<file path="src/clc_pkg.sv">
// Shared constants, configuration types and pin bundles of the logic cell
//==========================================================================
// Overview of operation
// - Two 4-input tables plus third combining function
// - Every table input fully usable and swappable
// - Tables optionally act as read/write memory
// - Memory forms 16x2 or 32x1 array
// - 16x2: ninth, direct data, set/reset become write
// - 32x1: fifth address line and write data line
// - Register set or reset acts without cell clock
// - Four outputs: two registered, two combinational
// - Shared clock enable, may be disabled per register
// - Global set/reset forces configured initial values
// - Global reset net from pin through two-stage synchroniser
// - Per-register rising or falling edge select
// - Register data from F, G, H or direct
// - Dedicated carry and borrow logic in F, G
// - Control inputs map to internal signals arbitrarily
// - Global tri-state floats outputs, keeps state
//==========================================================================
package clc_pkg;

    //======================================================================
    // Sizes
    //======================================================================
    localparam int CLC_LUT_INPUTS = 4;                    // Inputs per table
    localparam int CLC_LUT_DEPTH  = 16;                   // Entries per table
    localparam int CLC_H_DEPTH    = 8;                    // Entries of third table
    localparam int CLC_CTRL_NUM   = 4;                    // Control inputs
    localparam int CLC_REG_NUM    = 2;                    // Cell registers
    localparam int CLC_OUT_NUM    = 4;                    // Cell outputs

    //======================================================================
    // Internal control signal positions in the crossbar
    //======================================================================
    localparam int CLC_IDX_NINTH  = 0;                    // Ninth function input
    localparam int CLC_IDX_DIN    = 1;                    // Direct data input
    localparam int CLC_IDX_SR     = 2;                    // Set/reset line
    localparam int CLC_IDX_CE     = 3;                    // Register clock enable

    //======================================================================
    // Register data source codes
    //======================================================================
    localparam logic [1:0] CLC_SRC_F   = 2'h0;            // First function
    localparam logic [1:0] CLC_SRC_G   = 2'h1;            // Second function
    localparam logic [1:0] CLC_SRC_H   = 2'h2;            // Third function
    localparam logic [1:0] CLC_SRC_DIN = 2'h3;            // Direct data

    //======================================================================
    // Values after reset
    //======================================================================
    localparam logic CLC_BIT_RESET  = 1'h0;               // Plain flops
    localparam logic CLC_PEND_RESET = 1'h1;               // Initial load pending

    //======================================================================
    // Types
    //======================================================================
    typedef enum logic [1:0] {
        CLC_LOGIC,                                        // Tables hold logic
        CLC_RAM16X2,                                      // Two 16x1 memories
        CLC_RAM32X1                                       // One 32x1 memory
    } clc_mem_mode_t;

    typedef struct packed {
        logic       rise_edge;                            // 1 rising, 0 falling
        logic       ce_used;                              // 0 always loads
        logic       init_set;                             // Global init value
        logic       sr_set;                               // Set/reset value
        logic [1:0] src;                                  // Data source code
    } clc_reg_cfg_t;

    typedef struct packed {
        logic [CLC_LUT_DEPTH-1:0]  f_table;               // First truth table
        logic [CLC_LUT_DEPTH-1:0]  g_table;               // Second truth table
        logic [CLC_H_DEPTH-1:0]    h_table;               // Index {ninth,G,F}
        clc_mem_mode_t             mem_mode;              // Logic or memory
        logic                      carry_en;              // Arithmetic mode
        logic                      borrow;                // Subtract operand
        logic [CLC_CTRL_NUM-1:0][1:0] ctrl_sel;           // Crossbar selects
        clc_reg_cfg_t [CLC_REG_NUM-1:0] regs;             // Index 0 is X
    } clc_cfg_t;

    typedef struct packed {
        logic [CLC_LUT_INPUTS-1:0] f;                     // First table inputs
        logic [CLC_LUT_INPUTS-1:0] g;                     // Second table inputs
        logic [CLC_CTRL_NUM-1:0]   ctrl;                  // External controls
        logic                      cell_clk;              // Cell clock pin
        logic                      carry_in;              // Carry chain in
        logic                      gsr;                   // Global set/reset
        logic                      gts;                   // Global tri-state
    } clc_pins_t;

endpackage : clc_pkg

</file>
<file path="src/clc_cell.sv">
// Configurable logic cell: tables, carry, memory mode, crossbar, registers
module clc_cell (
    // Clock and reset
    input  wire logic            clk_sys_in,
    input  wire logic            rstn_in,
    // Configuration, static, same clock
    input  wire clc_pkg::clc_cfg_t cfg_in,
    // Pins from the fabric
    input  wire clc_pkg::clc_pins_t pins_in,
    // Cell outputs
    output logic                 registered_output_x_out,
    output logic                 registered_output_y_out,
    output logic                 comb_output_x_out,
    output logic                 comb_output_y_out,
    output logic [3:0]           output_enable_out,
    output logic                 carry_out
);
    import clc_pkg::*;

    //======================================================================
    // Input synchronisers
    //======================================================================
    clc_pins_t sync1_q, sync1_d;                          // First stage
    clc_pins_t sync2_q, sync2_d;                          // Second stage
    logic      clk_prev_q, clk_prev_d;                    // Cell clock history

    // Shift pins through two stages
    always_comb begin
        sync1_d    = pins_in;
        sync2_d    = sync1_q;
        clk_prev_d = sync2_q.cell_clk;
    end

    // Register the synchroniser chain
    always_ff @(posedge clk_sys_in or negedge rstn_in) begin
        if (!rstn_in) begin
            sync1_q    <= '0;
            sync2_q    <= '0;
            clk_prev_q <= CLC_BIT_RESET;
        end else begin
            sync1_q    <= sync1_d;
            sync2_q    <= sync2_d;
            clk_prev_q <= clk_prev_d;
        end
    end

    //======================================================================
    // Control crossbar
    //======================================================================
    logic [CLC_CTRL_NUM-1:0] int_ctl;                     // Internal controls

    for (genvar i = 0; i < CLC_CTRL_NUM; i++) begin : g_xbar
        assign int_ctl[i] = sync2_q.ctrl[cfg_in.ctrl_sel[i]];
    end

    logic ninth_function_input;                           // H table third input
    logic direct_data;                                    // Direct data input
    logic set_reset;                                      // Set/reset line
    logic register_clock_enable;                          // Shared enable

    assign ninth_function_input  = int_ctl[CLC_IDX_NINTH];
    assign direct_data           = int_ctl[CLC_IDX_DIN];
    assign set_reset             = int_ctl[CLC_IDX_SR];
    assign register_clock_enable = int_ctl[CLC_IDX_CE];

    //======================================================================
    // Memory mode
    //======================================================================
    logic ram_mode;                                       // Tables are memory
    logic we_f, we_g;                                     // Bank writes
    logic wd_f, wd_g;                                     // Bank write data
    logic rd_f, rd_g;                                     // Bank read data
    logic fifth_address_line;                             // 32x1 bank select
    logic single_write_data_line;                         // 32x1 data

    assign ram_mode               = (cfg_in.mem_mode != CLC_LOGIC);
    assign fifth_address_line     = ninth_function_input;
    assign single_write_data_line = direct_data;

    // Steer control lines onto the memory write port
    always_comb begin
        we_f = 1'b0;
        we_g = 1'b0;
        wd_f = 1'b0;
        wd_g = 1'b0;
        if (cfg_in.mem_mode == CLC_RAM16X2) begin
            we_f = set_reset;
            we_g = set_reset;
            wd_f = ninth_function_input;
            wd_g = direct_data;
        end else if (cfg_in.mem_mode == CLC_RAM32X1) begin
            we_f = set_reset && !fifth_address_line;
            we_g = set_reset && fifth_address_line;
            wd_f = single_write_data_line;
            wd_g = single_write_data_line;
        end
    end

    clc_lut_ram #(
        .DEPTH      (CLC_LUT_DEPTH)
    ) u_ram (
        .clk_sys_in (clk_sys_in),
        .rstn_in    (rstn_in),
        .addr_f_in  (sync2_q.f),
        .addr_g_in  (sync2_q.g),
        .we_f_in    (we_f),
        .we_g_in    (we_g),
        .wd_f_in    (wd_f),
        .wd_g_in    (wd_g),
        .rd_f_out   (rd_f),
        .rd_g_out   (rd_g)
    );

    // In 32x1 mode the fifth address picks which bank appears on F
    logic rd_f_sel;                                       // F memory output
    assign rd_f_sel = (cfg_in.mem_mode == CLC_RAM32X1 && fifth_address_line)
                    ? rd_g : rd_f;

    //======================================================================
    // Function generators and carry
    //======================================================================
    logic f_lut, g_lut;                                   // Table look-ups
    logic f_b1, g_b1;                                     // Operand, maybe inverted
    logic f_sum, g_sum;                                   // Sum bits
    logic carry_mid, carry_end;                           // Carry chain
    logic f_val, g_val, h_val;                            // Function outputs

    // Any input combination addresses a full table entry
    assign f_lut = cfg_in.f_table[sync2_q.f];
    assign g_lut = cfg_in.g_table[sync2_q.g];

    // Two-bit ripple: F then G, operand 1 inverted for borrow
    always_comb begin
        f_b1      = sync2_q.f[1] ^ cfg_in.borrow;
        g_b1      = sync2_q.g[1] ^ cfg_in.borrow;
        f_sum     = sync2_q.f[0] ^ f_b1 ^ sync2_q.carry_in;
        carry_mid = (sync2_q.f[0] & f_b1) | (sync2_q.carry_in & (sync2_q.f[0] ^ f_b1));
        g_sum     = sync2_q.g[0] ^ g_b1 ^ carry_mid;
        carry_end = (sync2_q.g[0] & g_b1) | (carry_mid & (sync2_q.g[0] ^ g_b1));
    end

    // Pick memory, carry or plain table per function
    always_comb begin
        if (ram_mode) begin
            f_val = rd_f_sel;
            g_val = rd_g;
        end else if (cfg_in.carry_en) begin
            f_val = f_sum;
            g_val = g_sum;
        end else begin
            f_val = f_lut;
            g_val = g_lut;
        end
        h_val = cfg_in.h_table[{ninth_function_input, g_val, f_val}];
    end

    //======================================================================
    // Cell registers
    //======================================================================
    logic                   init_pend_q, init_pend_d;     // Power-up load
    logic [CLC_REG_NUM-1:0] cell_q, cell_d;               // X is bit 0
    logic [CLC_REG_NUM-1:0] cell_edge;                    // Active cell edge
    logic [CLC_REG_NUM-1:0] cell_data;                    // Selected data
    logic                   gsr_force;                    // Global init force
    logic                   sr_active;                    // Set/reset in logic mode

    assign init_pend_d = 1'b0;
    assign gsr_force   = sync2_q.gsr || init_pend_q;
    assign sr_active   = set_reset && !ram_mode;

    for (genvar j = 0; j < CLC_REG_NUM; j++) begin : g_reg
        // Detect the configured edge of the cell clock
        assign cell_edge[j] = cfg_in.regs[j].rise_edge
                            ? ( sync2_q.cell_clk && !clk_prev_q)
                            : (!sync2_q.cell_clk &&  clk_prev_q);

        // Next value: global init, then set/reset, then enabled edge
        always_comb begin
            case (cfg_in.regs[j].src)
                CLC_SRC_F: cell_data[j] = f_val;
                CLC_SRC_G: cell_data[j] = g_val;
                CLC_SRC_H: cell_data[j] = h_val;
                default:   cell_data[j] = direct_data;
            endcase
            cell_d[j] = cell_q[j];
            if (gsr_force) begin
                cell_d[j] = cfg_in.regs[j].init_set;
            end else if (sr_active) begin
                cell_d[j] = cfg_in.regs[j].sr_set;
            end else if (cell_edge[j]
                         && (register_clock_enable || !cfg_in.regs[j].ce_used)) begin
                cell_d[j] = cell_data[j];
            end
        end
    end

    // Register the cell flops
    always_ff @(posedge clk_sys_in or negedge rstn_in) begin
        if (!rstn_in) begin
            init_pend_q <= CLC_PEND_RESET;
            cell_q      <= '0;
        end else begin
            init_pend_q <= init_pend_d;
            cell_q      <= cell_d;
        end
    end

    //======================================================================
    // Output stage
    //======================================================================
    logic                   comb_x_q, comb_x_d;           // F output copy
    logic                   comb_y_q, comb_y_d;           // G output copy
    logic [CLC_OUT_NUM-1:0] oe_q, oe_d;                   // Output enables
    logic                   carry_q, carry_d;             // Carry out

    // Tri-state only touches the enables, never the cell flops
    always_comb begin
        comb_x_d = f_val;
        comb_y_d = g_val;
        oe_d     = {CLC_OUT_NUM{!sync2_q.gts}};
        carry_d  = carry_end;
    end

    // Register outputs
    always_ff @(posedge clk_sys_in or negedge rstn_in) begin
        if (!rstn_in) begin
            comb_x_q <= CLC_BIT_RESET;
            comb_y_q <= CLC_BIT_RESET;
            oe_q     <= '0;
            carry_q  <= CLC_BIT_RESET;
        end else begin
            comb_x_q <= comb_x_d;
            comb_y_q <= comb_y_d;
            oe_q     <= oe_d;
            carry_q  <= carry_d;
        end
    end

    assign registered_output_x_out = cell_q[0];
    assign registered_output_y_out = cell_q[1];
    assign comb_output_x_out       = comb_x_q;
    assign comb_output_y_out       = comb_y_q;
    assign output_enable_out       = oe_q;
    assign carry_out               = carry_q;
endmodule : clc_cell

</file>
<file path="src/clc_lut_ram.sv">
// Two-bank look-up table memory with registered read data
module clc_lut_ram #(
    parameter int DEPTH = 16
) (
    // Clock and reset
    input  wire logic                     clk_sys_in,
    input  wire logic                     rstn_in,
    // Addresses
    input  wire logic [$clog2(DEPTH)-1:0] addr_f_in,
    input  wire logic [$clog2(DEPTH)-1:0] addr_g_in,
    // Write side
    input  wire logic                     we_f_in,
    input  wire logic                     we_g_in,
    input  wire logic                     wd_f_in,
    input  wire logic                     wd_g_in,
    // Read side
    output logic                          rd_f_out,
    output logic                          rd_g_out
);
    import clc_pkg::*;

    localparam int AW = $clog2(DEPTH);

    // Refuse a depth that the table addressing cannot serve
    if (DEPTH != CLC_LUT_DEPTH) begin : g_depth_check
        $error("clc_lut_ram: depth must match table");
    end

    logic [1:0][DEPTH-1:0] mem_q, mem_d;                  // Bank 0 F, bank 1 G
    logic [1:0]            rd_q,  rd_d;                   // Registered reads
    logic [1:0][AW-1:0]    addr;                          // Per-bank address
    logic [1:0]            we, wd;                        // Per-bank write

    assign addr = {addr_g_in, addr_f_in};
    assign we   = {we_g_in, we_f_in};
    assign wd   = {wd_g_in, wd_f_in};

    //======================================================================
    // Storage banks
    //======================================================================
    for (genvar b = 0; b < 2; b++) begin : g_bank
        // Write one cell, read the addressed cell as it stood
        always_comb begin
            mem_d[b] = mem_q[b];
            if (we[b]) begin
                mem_d[b][addr[b]] = wd[b];
            end
            rd_d[b] = mem_q[b][addr[b]];
        end
    end

    // Register banks and read data
    always_ff @(posedge clk_sys_in or negedge rstn_in) begin
        if (!rstn_in) begin
            mem_q <= '0;
            rd_q  <= '0;
        end else begin
            mem_q <= mem_d;
            rd_q  <= rd_d;
        end
    end

    assign rd_f_out = rd_q[0];
    assign rd_g_out = rd_q[1];
endmodule : clc_lut_ram

</file>
<file path="config.mk">
export PLATFORM = sky130hd
export DESIGN_NAME = clc_cell
export DESIGN_NICKNAME = d
export VERILOG_FILES = /design/src/clc_pkg.sv /design/src/clc_cell.sv /design/src/clc_lut_ram.sv
export SDC_FILE = /design/constraint.sdc
export NUM_CORES = 1
export LEC_CHECK = 0
export BUFFER_PORTS_ARGS = -buffer_cell sky130_fd_sc_hd__buf_2
export CORE_MARGIN = 2
export CORE_UTILIZATION = 55
export CTS_BUF_LIST = sky130_fd_sc_hd__clkbuf_2 sky130_fd_sc_hd__clkbuf_4 sky130_fd_sc_hd__clkbuf_8
export DETAILED_ROUTE_END_ITERATION = 6
export PLACE_DENSITY = 0.9
export SLEW_MARGIN = 10
export SYNTH_ARGS = -nofsm -noshare
export SYNTH_HDL_FRONTEND = slang
export SYNTH_SLANG_ARGS = --single-unit
</file>
<file path="constraint.sdc">
create_clock -name clk_sys_in -period 3.6 [get_ports clk_sys_in]
set_input_delay 0.9 -clock clk_sys_in [delete_from_list [all_inputs] [get_ports clk_sys_in]]
set_output_delay 0.9 -clock clk_sys_in [all_outputs]
set_load 0.01 [all_outputs]
</file>
### Word-level counts from Yosys, hierarchy flattened

Cells that the tools add are included.

| cells by class | value |
|---|---|
| $lt $le $gt $ge | 9 |
| eq/ne operators | 6 |
| muxes and demuxes | 46 |
| bitwise logic cells | 12 |
| reduce and logical (&&, ||, !) cells | 25 |

Operator list:

| kind | count |
|---|---|
| bitwise mux 16 bit | 2 |
| two-way mux 1 bit | 31 |
| binary-select mux 1 bit (select 4 bit) | 4 |
| less-than comparator 2 x 3 -> 1 bit (second input constant) | 4 |
| logical AND 1 bit | 10 |
| less-than comparator 4 x 5 -> 1 bit (second input constant) | 2 |
| binary-select mux 1 bit (select 2 bit) | 4 |
| demux 1 bit (select 4 bit) | 2 |
| >= comparator 4 x 1 -> 1 bit (second input constant) | 2 |
| zero test 1 bit | 7 |
| equality test 2 x 1 -> 1 bit (second input constant) | 3 |
| equality test 2 bit (second input constant) | 3 |
| case mux 1 bit (3 select lines) | 2 |
| nonzero test 3 bit | 2 |
| XOR 1 bit | 6 |
| AND 1 bit | 4 |
| zero test 2 bit | 2 |
| less-than comparator 3 x 4 -> 1 bit (second input constant) | 1 |
| binary-select mux 1 bit (select 3 bit) | 1 |
| logical OR 1 bit | 3 |
| bitwise OR 1 bit | 2 |
| nonzero test 2 bit | 1 |

| storage, ports and cells | value |
|---|---|
| register bits | 74 |
| word-level logic and storage cells | 123 |

### Depth between registers and ports, before layout

Gate-level depths: netlist of the first run.

| logic depth | value |
|---|---|
| depth after elaboration | 13 |
| depth in mapped cells | 12 |
| mapped depth without buffers | 11 |

### Hierarchy

From an unflattened synthesis of the first run, not the netlist that was laid out.

| unflattened totals | value |
|---|---|
| cells, all modules | 303 |
| area, all modules | 3,729.8 µm² |

By module, submodules not included:

| module | times used | cells an instance | area an instance (µm²) | sequential area each (µm²) |
|---|---|---|---|---|
| clc_cell | 1 | 159 | 1,965.6 | 1,002.2 |
| clc_lut_ram | 1 | 144 | 1,764.2 | 850.8 |

### Worst setup path after synthesis of the first run

OpenSTA, ideal clock, no wires.

| timing path | value |
|---|---|
| path type | input to register |
| start point | input cfg_in[20] (netlist name) |
| end point | register cell_q[0] |
| arrival | 3.178 ns |
| required time | 3.463 ns |
| slack | 0.285 ns |
| stages | 11 |
| buffers on the path | 0 |
| path through | xor2_1 > fa_1 > inv_1 > fa_1 > a211oi_1 > a21oi_1 > a31oi_4 > mux2_4 > a221o_1 > o221ai_2 > o31ai_1 |

| on the way | value |
|---|---|
| word-level cells in the longest chain between the ends | 13 |
| elaborated cells on any way between the ends | 19 |

RTL lines:

| element | line | source |
|---|---|---|
| from (decl) | clc_cell.sv:7 | `input wire clc_pkg::clc_cfg_t cfg_in,` |
| XOR 1 bit | clc_cell.sv:134 | `f_b1 = sync2_q.f[1] ^ cfg_in.borrow;` |
| XOR 1 bit | clc_cell.sv:137 | `carry_mid = (sync2_q.f[0] & f_b1) \| (sync2_q.carry_in & (sync2_q.f[0] ^ f_b1));` |
| AND 1 bit | clc_cell.sv:137 |  |
| bitwise OR 1 bit | clc_cell.sv:137 |  |
| XOR 1 bit (*) | clc_cell.sv:138 | `g_sum = sync2_q.g[0] ^ g_b1 ^ carry_mid;` |
| two-way mux 1 bit (*) | clc_cell.sv:147 | `end else if (cfg_in.carry_en) begin` |
| two-way mux 1 bit (*) | clc_cell.sv:144 | `if (ram_mode) begin` |
| via comb_y_d | clc_cell.sv:212 | `logic comb_y_q, comb_y_d;` |
| binary-select mux 1 bit (select 3 bit) | clc_cell.sv:154 | `h_val = cfg_in.h_table[{ninth_function_input, g_val, f_val}];` |
| two-way mux 1 bit (not written as such) | clc_cell.sv:154 |  |
| case mux 1 bit (3 select lines) (*) | clc_cell.sv:179 | `case (cfg_in.regs[j].src)` |
| two-way mux 1 bit (*) | clc_cell.sv:190 | `end else if (cell_edge[j]` |
| two-way mux 1 bit (*) | clc_cell.sv:188 | `end else if (sr_active) begin` |
| two-way mux 1 bit (*) | clc_cell.sv:186 | `if (gsr_force) begin` |
| to (signal assigned) | clc_cell.sv:204 | `cell_q <= cell_d;` |
| to (decl) | clc_cell.sv:161 | `logic [CLC_REG_NUM-1:0] cell_q, cell_d;` |

Mark *: on every way through the listed nets, which the timed path passes. The rest lies on a longest branch. The select of a mux whose other input is x is not followed.
A chain may end at the register's enable or synchronous reset.

### Final worst setup path of the first run

| timing path | value |
|---|---|
| start point | input cfg_in[20] (netlist name) |
| end point | register cell_q[1] |

The elaborated chain is that of the path after synthesis.

==> results of run 1 <==
metal layers:
| metal | track usage | up-vias | routed length (um) |
|---|---|---|---|
| met5 | 0 | - | 0 |
| met4 | 0.0952 | 0 | 129 |
| met3 | 0.0419 | 13 | 554 |
| met2 | 0.369 | 121 | 3940 |
| met1 | 0.302 | 1370 | 3310 |
| li1 | - | 1309 | - |
synth_stat cells (5+ instances only):
master and n:
dfrtp_1 73, nor2_1 34, mux2_2 32, nand2_1 18, mux4_2 16, inv_1 13
clkbuf_1 9, nor2b_1 9, nor3_1 9, o21ai_0 9, mux2i_1 8, nand3_1 8
a21oi_1 6, a22oi_1 5, nand4_1 5
kinds of logic (layout without fill, tap and decap cells):
family,Yosys count,count (layout)
mux,59,59
compound gates,48,48
other cells,1,1
fa+ha+maj,2,2
xor+xnor,2,2
simple gates,97,97
buf+inv,30,122
flops,74,74
layout make-up:
cell class                 count  area [um2]  area share
clock buffer                  10         138      0.0310
clock inverter                 6        65.1      0.0147
inverter                      13        48.8      0.0110
multi-input combinational    209        1750       0.395
sequential                    74        1850       0.418
tap                           80         100      0.0226
timing repair buffer          93         475       0.107
flip-flops by register name, summed over array words and instances (netlist names), 2 cells and up:
signal	count
u_ram.mem_q	32
sync1_q	16
sync2_q	15
cell_q	2
u_ram.rd_q	2
stage by stage:
stage	hold WS (ns)	instance area [um2]	power, mW	util
3_3_place_gp	0.332	4230	1.27	0.633
3_5_place_dp	0.336	4230	1.29	0.633
5_1_grt	0.363	4430	2.02	0.663
6_report	0.349	4430	1.93	0.663
2_1_floorplan	0.331	3740	1.16	-
4_1_cts	0.351	4430	1.95	0.663
worst max-delay path by stage:
stage / from / end / slack (ns) / cells after the start
2_1_floorplan: cfg_in[20] / cell_q[0]$_DFFE_PN0P_ / 0.29 / 11
3_3_place_gp: cfg_in[20] / cell_q[1]$_DFFE_PN0P_ / 0.20 / 12
3_5_place_dp: cfg_in[20] / cell_q[1]$_DFFE_PN0P_ / 0.08 / 12
4_1_cts: cfg_in[20] / cell_q[1]$_DFFE_PN0P_ / 0.45 / 12
5_1_grt: cfg_in[20] / cell_q[1]$_DFFE_PN0P_ / 0.36 / 12
6_report: cfg_in[20] / cell_q[1]$_DFFE_PN0P_ / 0.43 / 12
critical path, cell delays in order:
cell	delay, ns
buf_2	0.13
xor2_1	0.15
fa_1	0.37
inv_1	0.07
fa_1	0.42
a211oi_1	0.23
a21oi_1	0.10
a31oi_4	0.19
mux2_4	0.31
a221o_1	0.33
o221ai_2	0.08
o31ai_1	0.11
power by group through the flow:
stage	logic [mW]	clock network, mW	registers (mW)
global placement	0.304	0	0.968
floorplan	0.209	0	0.956
global route	0.350	0.702	0.970
finish	0.318	0.650	0.959
detailed placement	0.317	0	0.976
CTS	0.319	0.667	0.959
==> impl_metrics.py, run 1 <==
metrics = {
    "outcome": {
        "status": "finished clean",
    },
    "place": {
        "hpwl_um": 5940,
        "dp.cells": 469,
        "io_buffers": 90,
        "place_ws_ns": 0.0795,
        "gp_congestion": 0.904,
    },
    "synthesis": {
        "yosys-top-cells-area": "dfrtp_1, mux2_2, mux4_2",
        "synth_top_cell_area_share": 0.489,
        "synth_top_family_by_area": "multiplexers",
        "synth_edf_count": 0,
        "ys_ff_latch": 74,
        "synth.net_count": 397,
        "async_flop_share": 1.00,
        "ys_seq_area_frac": 0.496,
        "synthAdderAreaFrac": 0.0107,
        "synthSimpleGateAreaFrac": 0.122,
        "ys_warn_count": 0,
        "synthFlopType": "dfrtp_1",
        "yosysUniqueCellTypes": 51,
        "synthMuxAreaShare": 0.232,
        "synth_compound_area_frac": 0.0981,
        "synth_cells": 313,
        "syn_area_per_cell_um2": 11.9,
        "synth_largest_area_cell": "dfrtp_1",
        "synth_xor_area_frac": 0.00469,
        "synth_area_um2": 3740,
    },
    "clock_network": {
        "cts.path.max_buffers": 2,
        "cts_tree": "done",
        "cts_setup_buffers": 0,
        "ctsResizeCount": 0,
        "ctsHoldBuffers": 0,
        "cts_sinks": 74,
        "cts_buffers": 9,
        "cts_root_buf": "clkbuf_8",
        "cts.htree.levels": 3,
        "clk_transition_reported_paths_ns": 0.08,
        "clock_latency_ns": 0.35,
    },
    "min_path": {
        "min_from": "sync1_q[6]$_DFF_PN0_",
        "worstHoldPathCells": 0,
        "holdCritPathClass": "reg -> reg",
        "whs_endpoint": "sync2_q[6]$_DFF_PN0_",
    },
    "critical_path": {
        "cp-end-kind": "flip-flop",
        "reg2reg_depth": 9,
        "worstPathArrival_ns": 3.39,
        "r2r-start": "sync2_q[8]$_DFF_PN0_",
        "r2r_setup_slack_ns": 0.64,
        "reg2reg_to": "cell_q[1]$_DFFE_PN0P_",
        "cp.required_ns": 3.82,
        "worst-setup-path-type": "in -> reg",
        "crit_fanout": 2,
        "cp-start-kind": "input pin",
    },
    "detailed_routing": {
        "viasPerCell": 5.80,
        "num_vias": 2813,
        "first_pass_iters": 4,
        "drtIter0Drc": 144,
        "wl_um": 7930,
        "ant_nets": 0,
        "avgRoutedWirePerCell_um": 16.3,
        "drc": 0,
    },
    "final_layout": {
        "n_fill_cell": 500,
        "syn2layout_area_growth_pct": 18.6,
        "drive_above_1_share": 0.407,
        "final_common_cell": "buf_2",
        "final_cell_mix": "buf_2, dfrtp_1, nor2_1",
        "final_nets": 484,
        "num_antenna_cells": 0,
        "stdcell_count": 485,
    },
    "die": {
        "fp.dieArea_um2": 7470,
        "io_pins": 91,
        "rows": 30,
        "start_util": 0.559,
        "die_w_um": 86.4,
        "die_h_um": 86.4,
        "core-area_um2": 6680,
    },
    "pwr": {
        "clock_power_share": 0.337,
        "power.share.switching": 0.266,
        "p_leak_nw": 2.08,
        "power-per-cell-area_nw_per_um2": 435,
        "combPwrFrac": 0.165,
        "ir_worst_vdd_mv": 0.214,
        "pwr-share-seq": 0.498,
        "internal_power_mw": 1.41,
        "p_sw_mw": 0.513,
    },
    "sta": {
        "clock_skew_ns": 0.00816,
        "tightest_slew_ns": 0.909,
        "finalCriticalPeriod_ns": 3.17,
        "setup_violations": 0,
        "hold_viol_final": 0,
        "setup_tns_ns": 0,
        "rsz0062_at_grt": "false",
        "fin_crit_sh": 0.881,
        "drv_slew": 0,
        "max_freq_mhz": 315,
        "worst_slack_ns": 0.427,
        "slew-limit-headroom": 0.394,
    },
    "global_routing": {
        "grt_pass1_wl_um": 13000,
        "antenna_found_initial": 0,
        "grt_overflow": 0,
        "grt.total_usage": 0.227,
        "grt_max_degree": 75,
        "first_global_vias": 2759,
    },
    "flow_run": {
        "drv_cap": 0,
    },
}
No activity file was read; power rests on OpenSTA's default activity.
==> inputs of run 2 (changes only) <==
Settings changed: CORE_UTILIZATION 55 to 60, PLACE_DENSITY 0.9 to 0.95.
Clock period 3.6 ns to 3.91 ns, I/O delays scaled along.
==> impl_metrics.py, run 2 (synthesized netlist as in run 1, its figures left out) <==
metrics = {
    "place": {
        "gp_congestion": 0.918,
        "io_buffers": 90,
        "hpwl_um": 6290,
        "dp.cells": 465,
    },
    "global_routing": {
        "grt_max_degree": 34,
        "first_global_vias": 3049,
        "grt_pass1_wl_um": 14400,
        "antenna_found_initial": 0,
        "grt.total_usage": 0.264,
        "grt_overflow": 0,
    },
    "sta": {
        "setup_violations": 0,
        "finalCriticalPeriod_ns": 3.35,
        "clock_skew_ns": 0.00668,
        "max_freq_mhz": 299,
        "worst_hold_slack_ns": 0.352,
        "slew-limit-headroom": 0.580,
        "tightest_slew_ns": 0.630,
        "drv_slew": 0,
        "fin_crit_sh": 0.856,
        "hold_viol_final": 0,
        "rsz0062_at_grt": "false",
        "setup_tns_ns": 0,
    },
    "final_layout": {
        "top_register": "u_ram.mem_q",
        "top_regs": "u_ram.mem_q x32, sync1_q x16, sync2_q x15",
        "stdcell_count": 481,
        "final_cell_mix": "buf_2, dfrtp_1, nor2_1",
        "num_antenna_cells": 0,
        "syn2layout_area_growth_pct": 19.8,
        "drive_above_1_share": 0.409,
        "final_common_cell": "buf_2",
        "final_nets": 485,
        "largest_register_ff_count": 32,
    },
    "critical_path": {
        "cp-end-kind": "flip-flop",
        "worstPathArrival_ns": 3.56,
        "worst-setup-path-type": "in -> reg",
        "cp-start-kind": "input pin",
        "crit_fanout": 8,
        "cp.required_ns": 4.13,
    },
    "die": {
        "die_w_um": 82.9,
        "start_util": 0.628,
        "rows": 28,
        "fp.dieArea_um2": 6880,
        "die_h_um": 82.9,
        "io_pins": 91,
        "core-area_um2": 5960,
    },
    "detailed_routing": {
        "first_pass_iters": 5,
        "wl_um": 8760,
        "drc": 0,
        "viasPerCell": 6.28,
        "avgRoutedWirePerCell_um": 18.2,
        "ant_nets": 0,
        "drtIter0Drc": 241,
        "num_vias": 3023,
    },
    "clock_network": {
        "clk_transition_reported_paths_ns": 0.08,
        "clock_latency_ns": 0.35,
        "cts.htree.levels": 3,
        "ctsHoldBuffers": 0,
        "cts_sinks": 74,
        "cts_setup_buffers": 0,
        "cts_buffers": 9,
        "cts_root_buf": "clkbuf_8",
        "cts_tree": "done",
        "ctsResizeCount": 0,
        "cts.path.max_buffers": 2,
    },
    "pwr": {
        "ir_worst_vdd_mv": 0.266,
        "p_leak_nw": 2.10,
        "power-per-cell-area_nw_per_um2": 426,
    },
    "outcome": {
        "status": "finished clean",
    },
    "min_path": {
        "holdCritPathClass": "reg -> reg",
    },
    "flow_run": {
        "drv_cap": 0,
    },
}
## run 2: area by class of cell
class                   count  area [um2]
clock buffers               9         124
well taps                  75        93.8
multi-input cells         209        1750
fillers                   388        1480
repair buffers             94         480
clock inverters             7         124
flip-flops and latches     74        1850
inverters                  13        48.8
## run 2: layer usage
metal,vias up,global-route usage,share of wire
met5,-,0,0
met4,0,0.128,0.040
met3,41,0.0845,0.084
met2,194,0.442,0.51
met1,1477,0.308,0.36
li1,1311,-,-
## run 2: worst max-delay path: stages
cell and delay, ns:
buf_2 0.13, xor2_1 0.15, fa_1 0.37, inv_1 0.08
fa_1 0.41, a211oi_1 0.21, a21oi_1 0.10, a31oi_4 0.28
mux2_4 0.33, a221o_1 0.33, o221ai_2 0.08, o31ai_1 0.11
## run 2: per-stage QoR
stage / total power [mW] / util / cell area, um2 / setup WS [ns]
floorplan: 1.07 / - / 3740 / 0.518
global placement: 1.17 / 0.710 / 4230 / 0.318
detailed placement: 1.19 / 0.710 / 4230 / 0.154
CTS: 1.91 / 0.752 / 4480 / 0.574
global route: 1.99 / 0.752 / 4480 / 0.475
finish: 1.90 / 0.752 / 4480 / 0.562
## run 2: path summary, 6_finish.rpt
kind	start	endpoint	slack, ns	cells after the start
setup / recovery	cfg_in[20]	cell_q[0]$_DFFE_PN0P_	0.56	12
hold / removal	sync1_q[8]$_DFF_PN0_	sync2_q[8]$_DFF_PN0_	0.35	0
setup reg to reg	sync2_q[13]$_DFF_PN0_	cell_q[0]$_DFFE_PN0P_	0.86	11
hold reg to reg	sync1_q[8]$_DFF_PN0_	sync2_q[8]$_DFF_PN0_	0.35	0
max in group asynchronous	rstn_in	init_pend_q$_DFF_PN1_	2.72	2
min in group asynchronous	rstn_in	output_enable_out[0]$_DFF_PN0_	0.47	1
## run 2: where the power goes
group | leakage (nW) | internal (mW) | switching, mW
clock | 0.120 | 0.429 | 0.291
combinational | 1.05 | 0.153 | 0.144
sequential | 0.931 | 0.835 | 0.0526
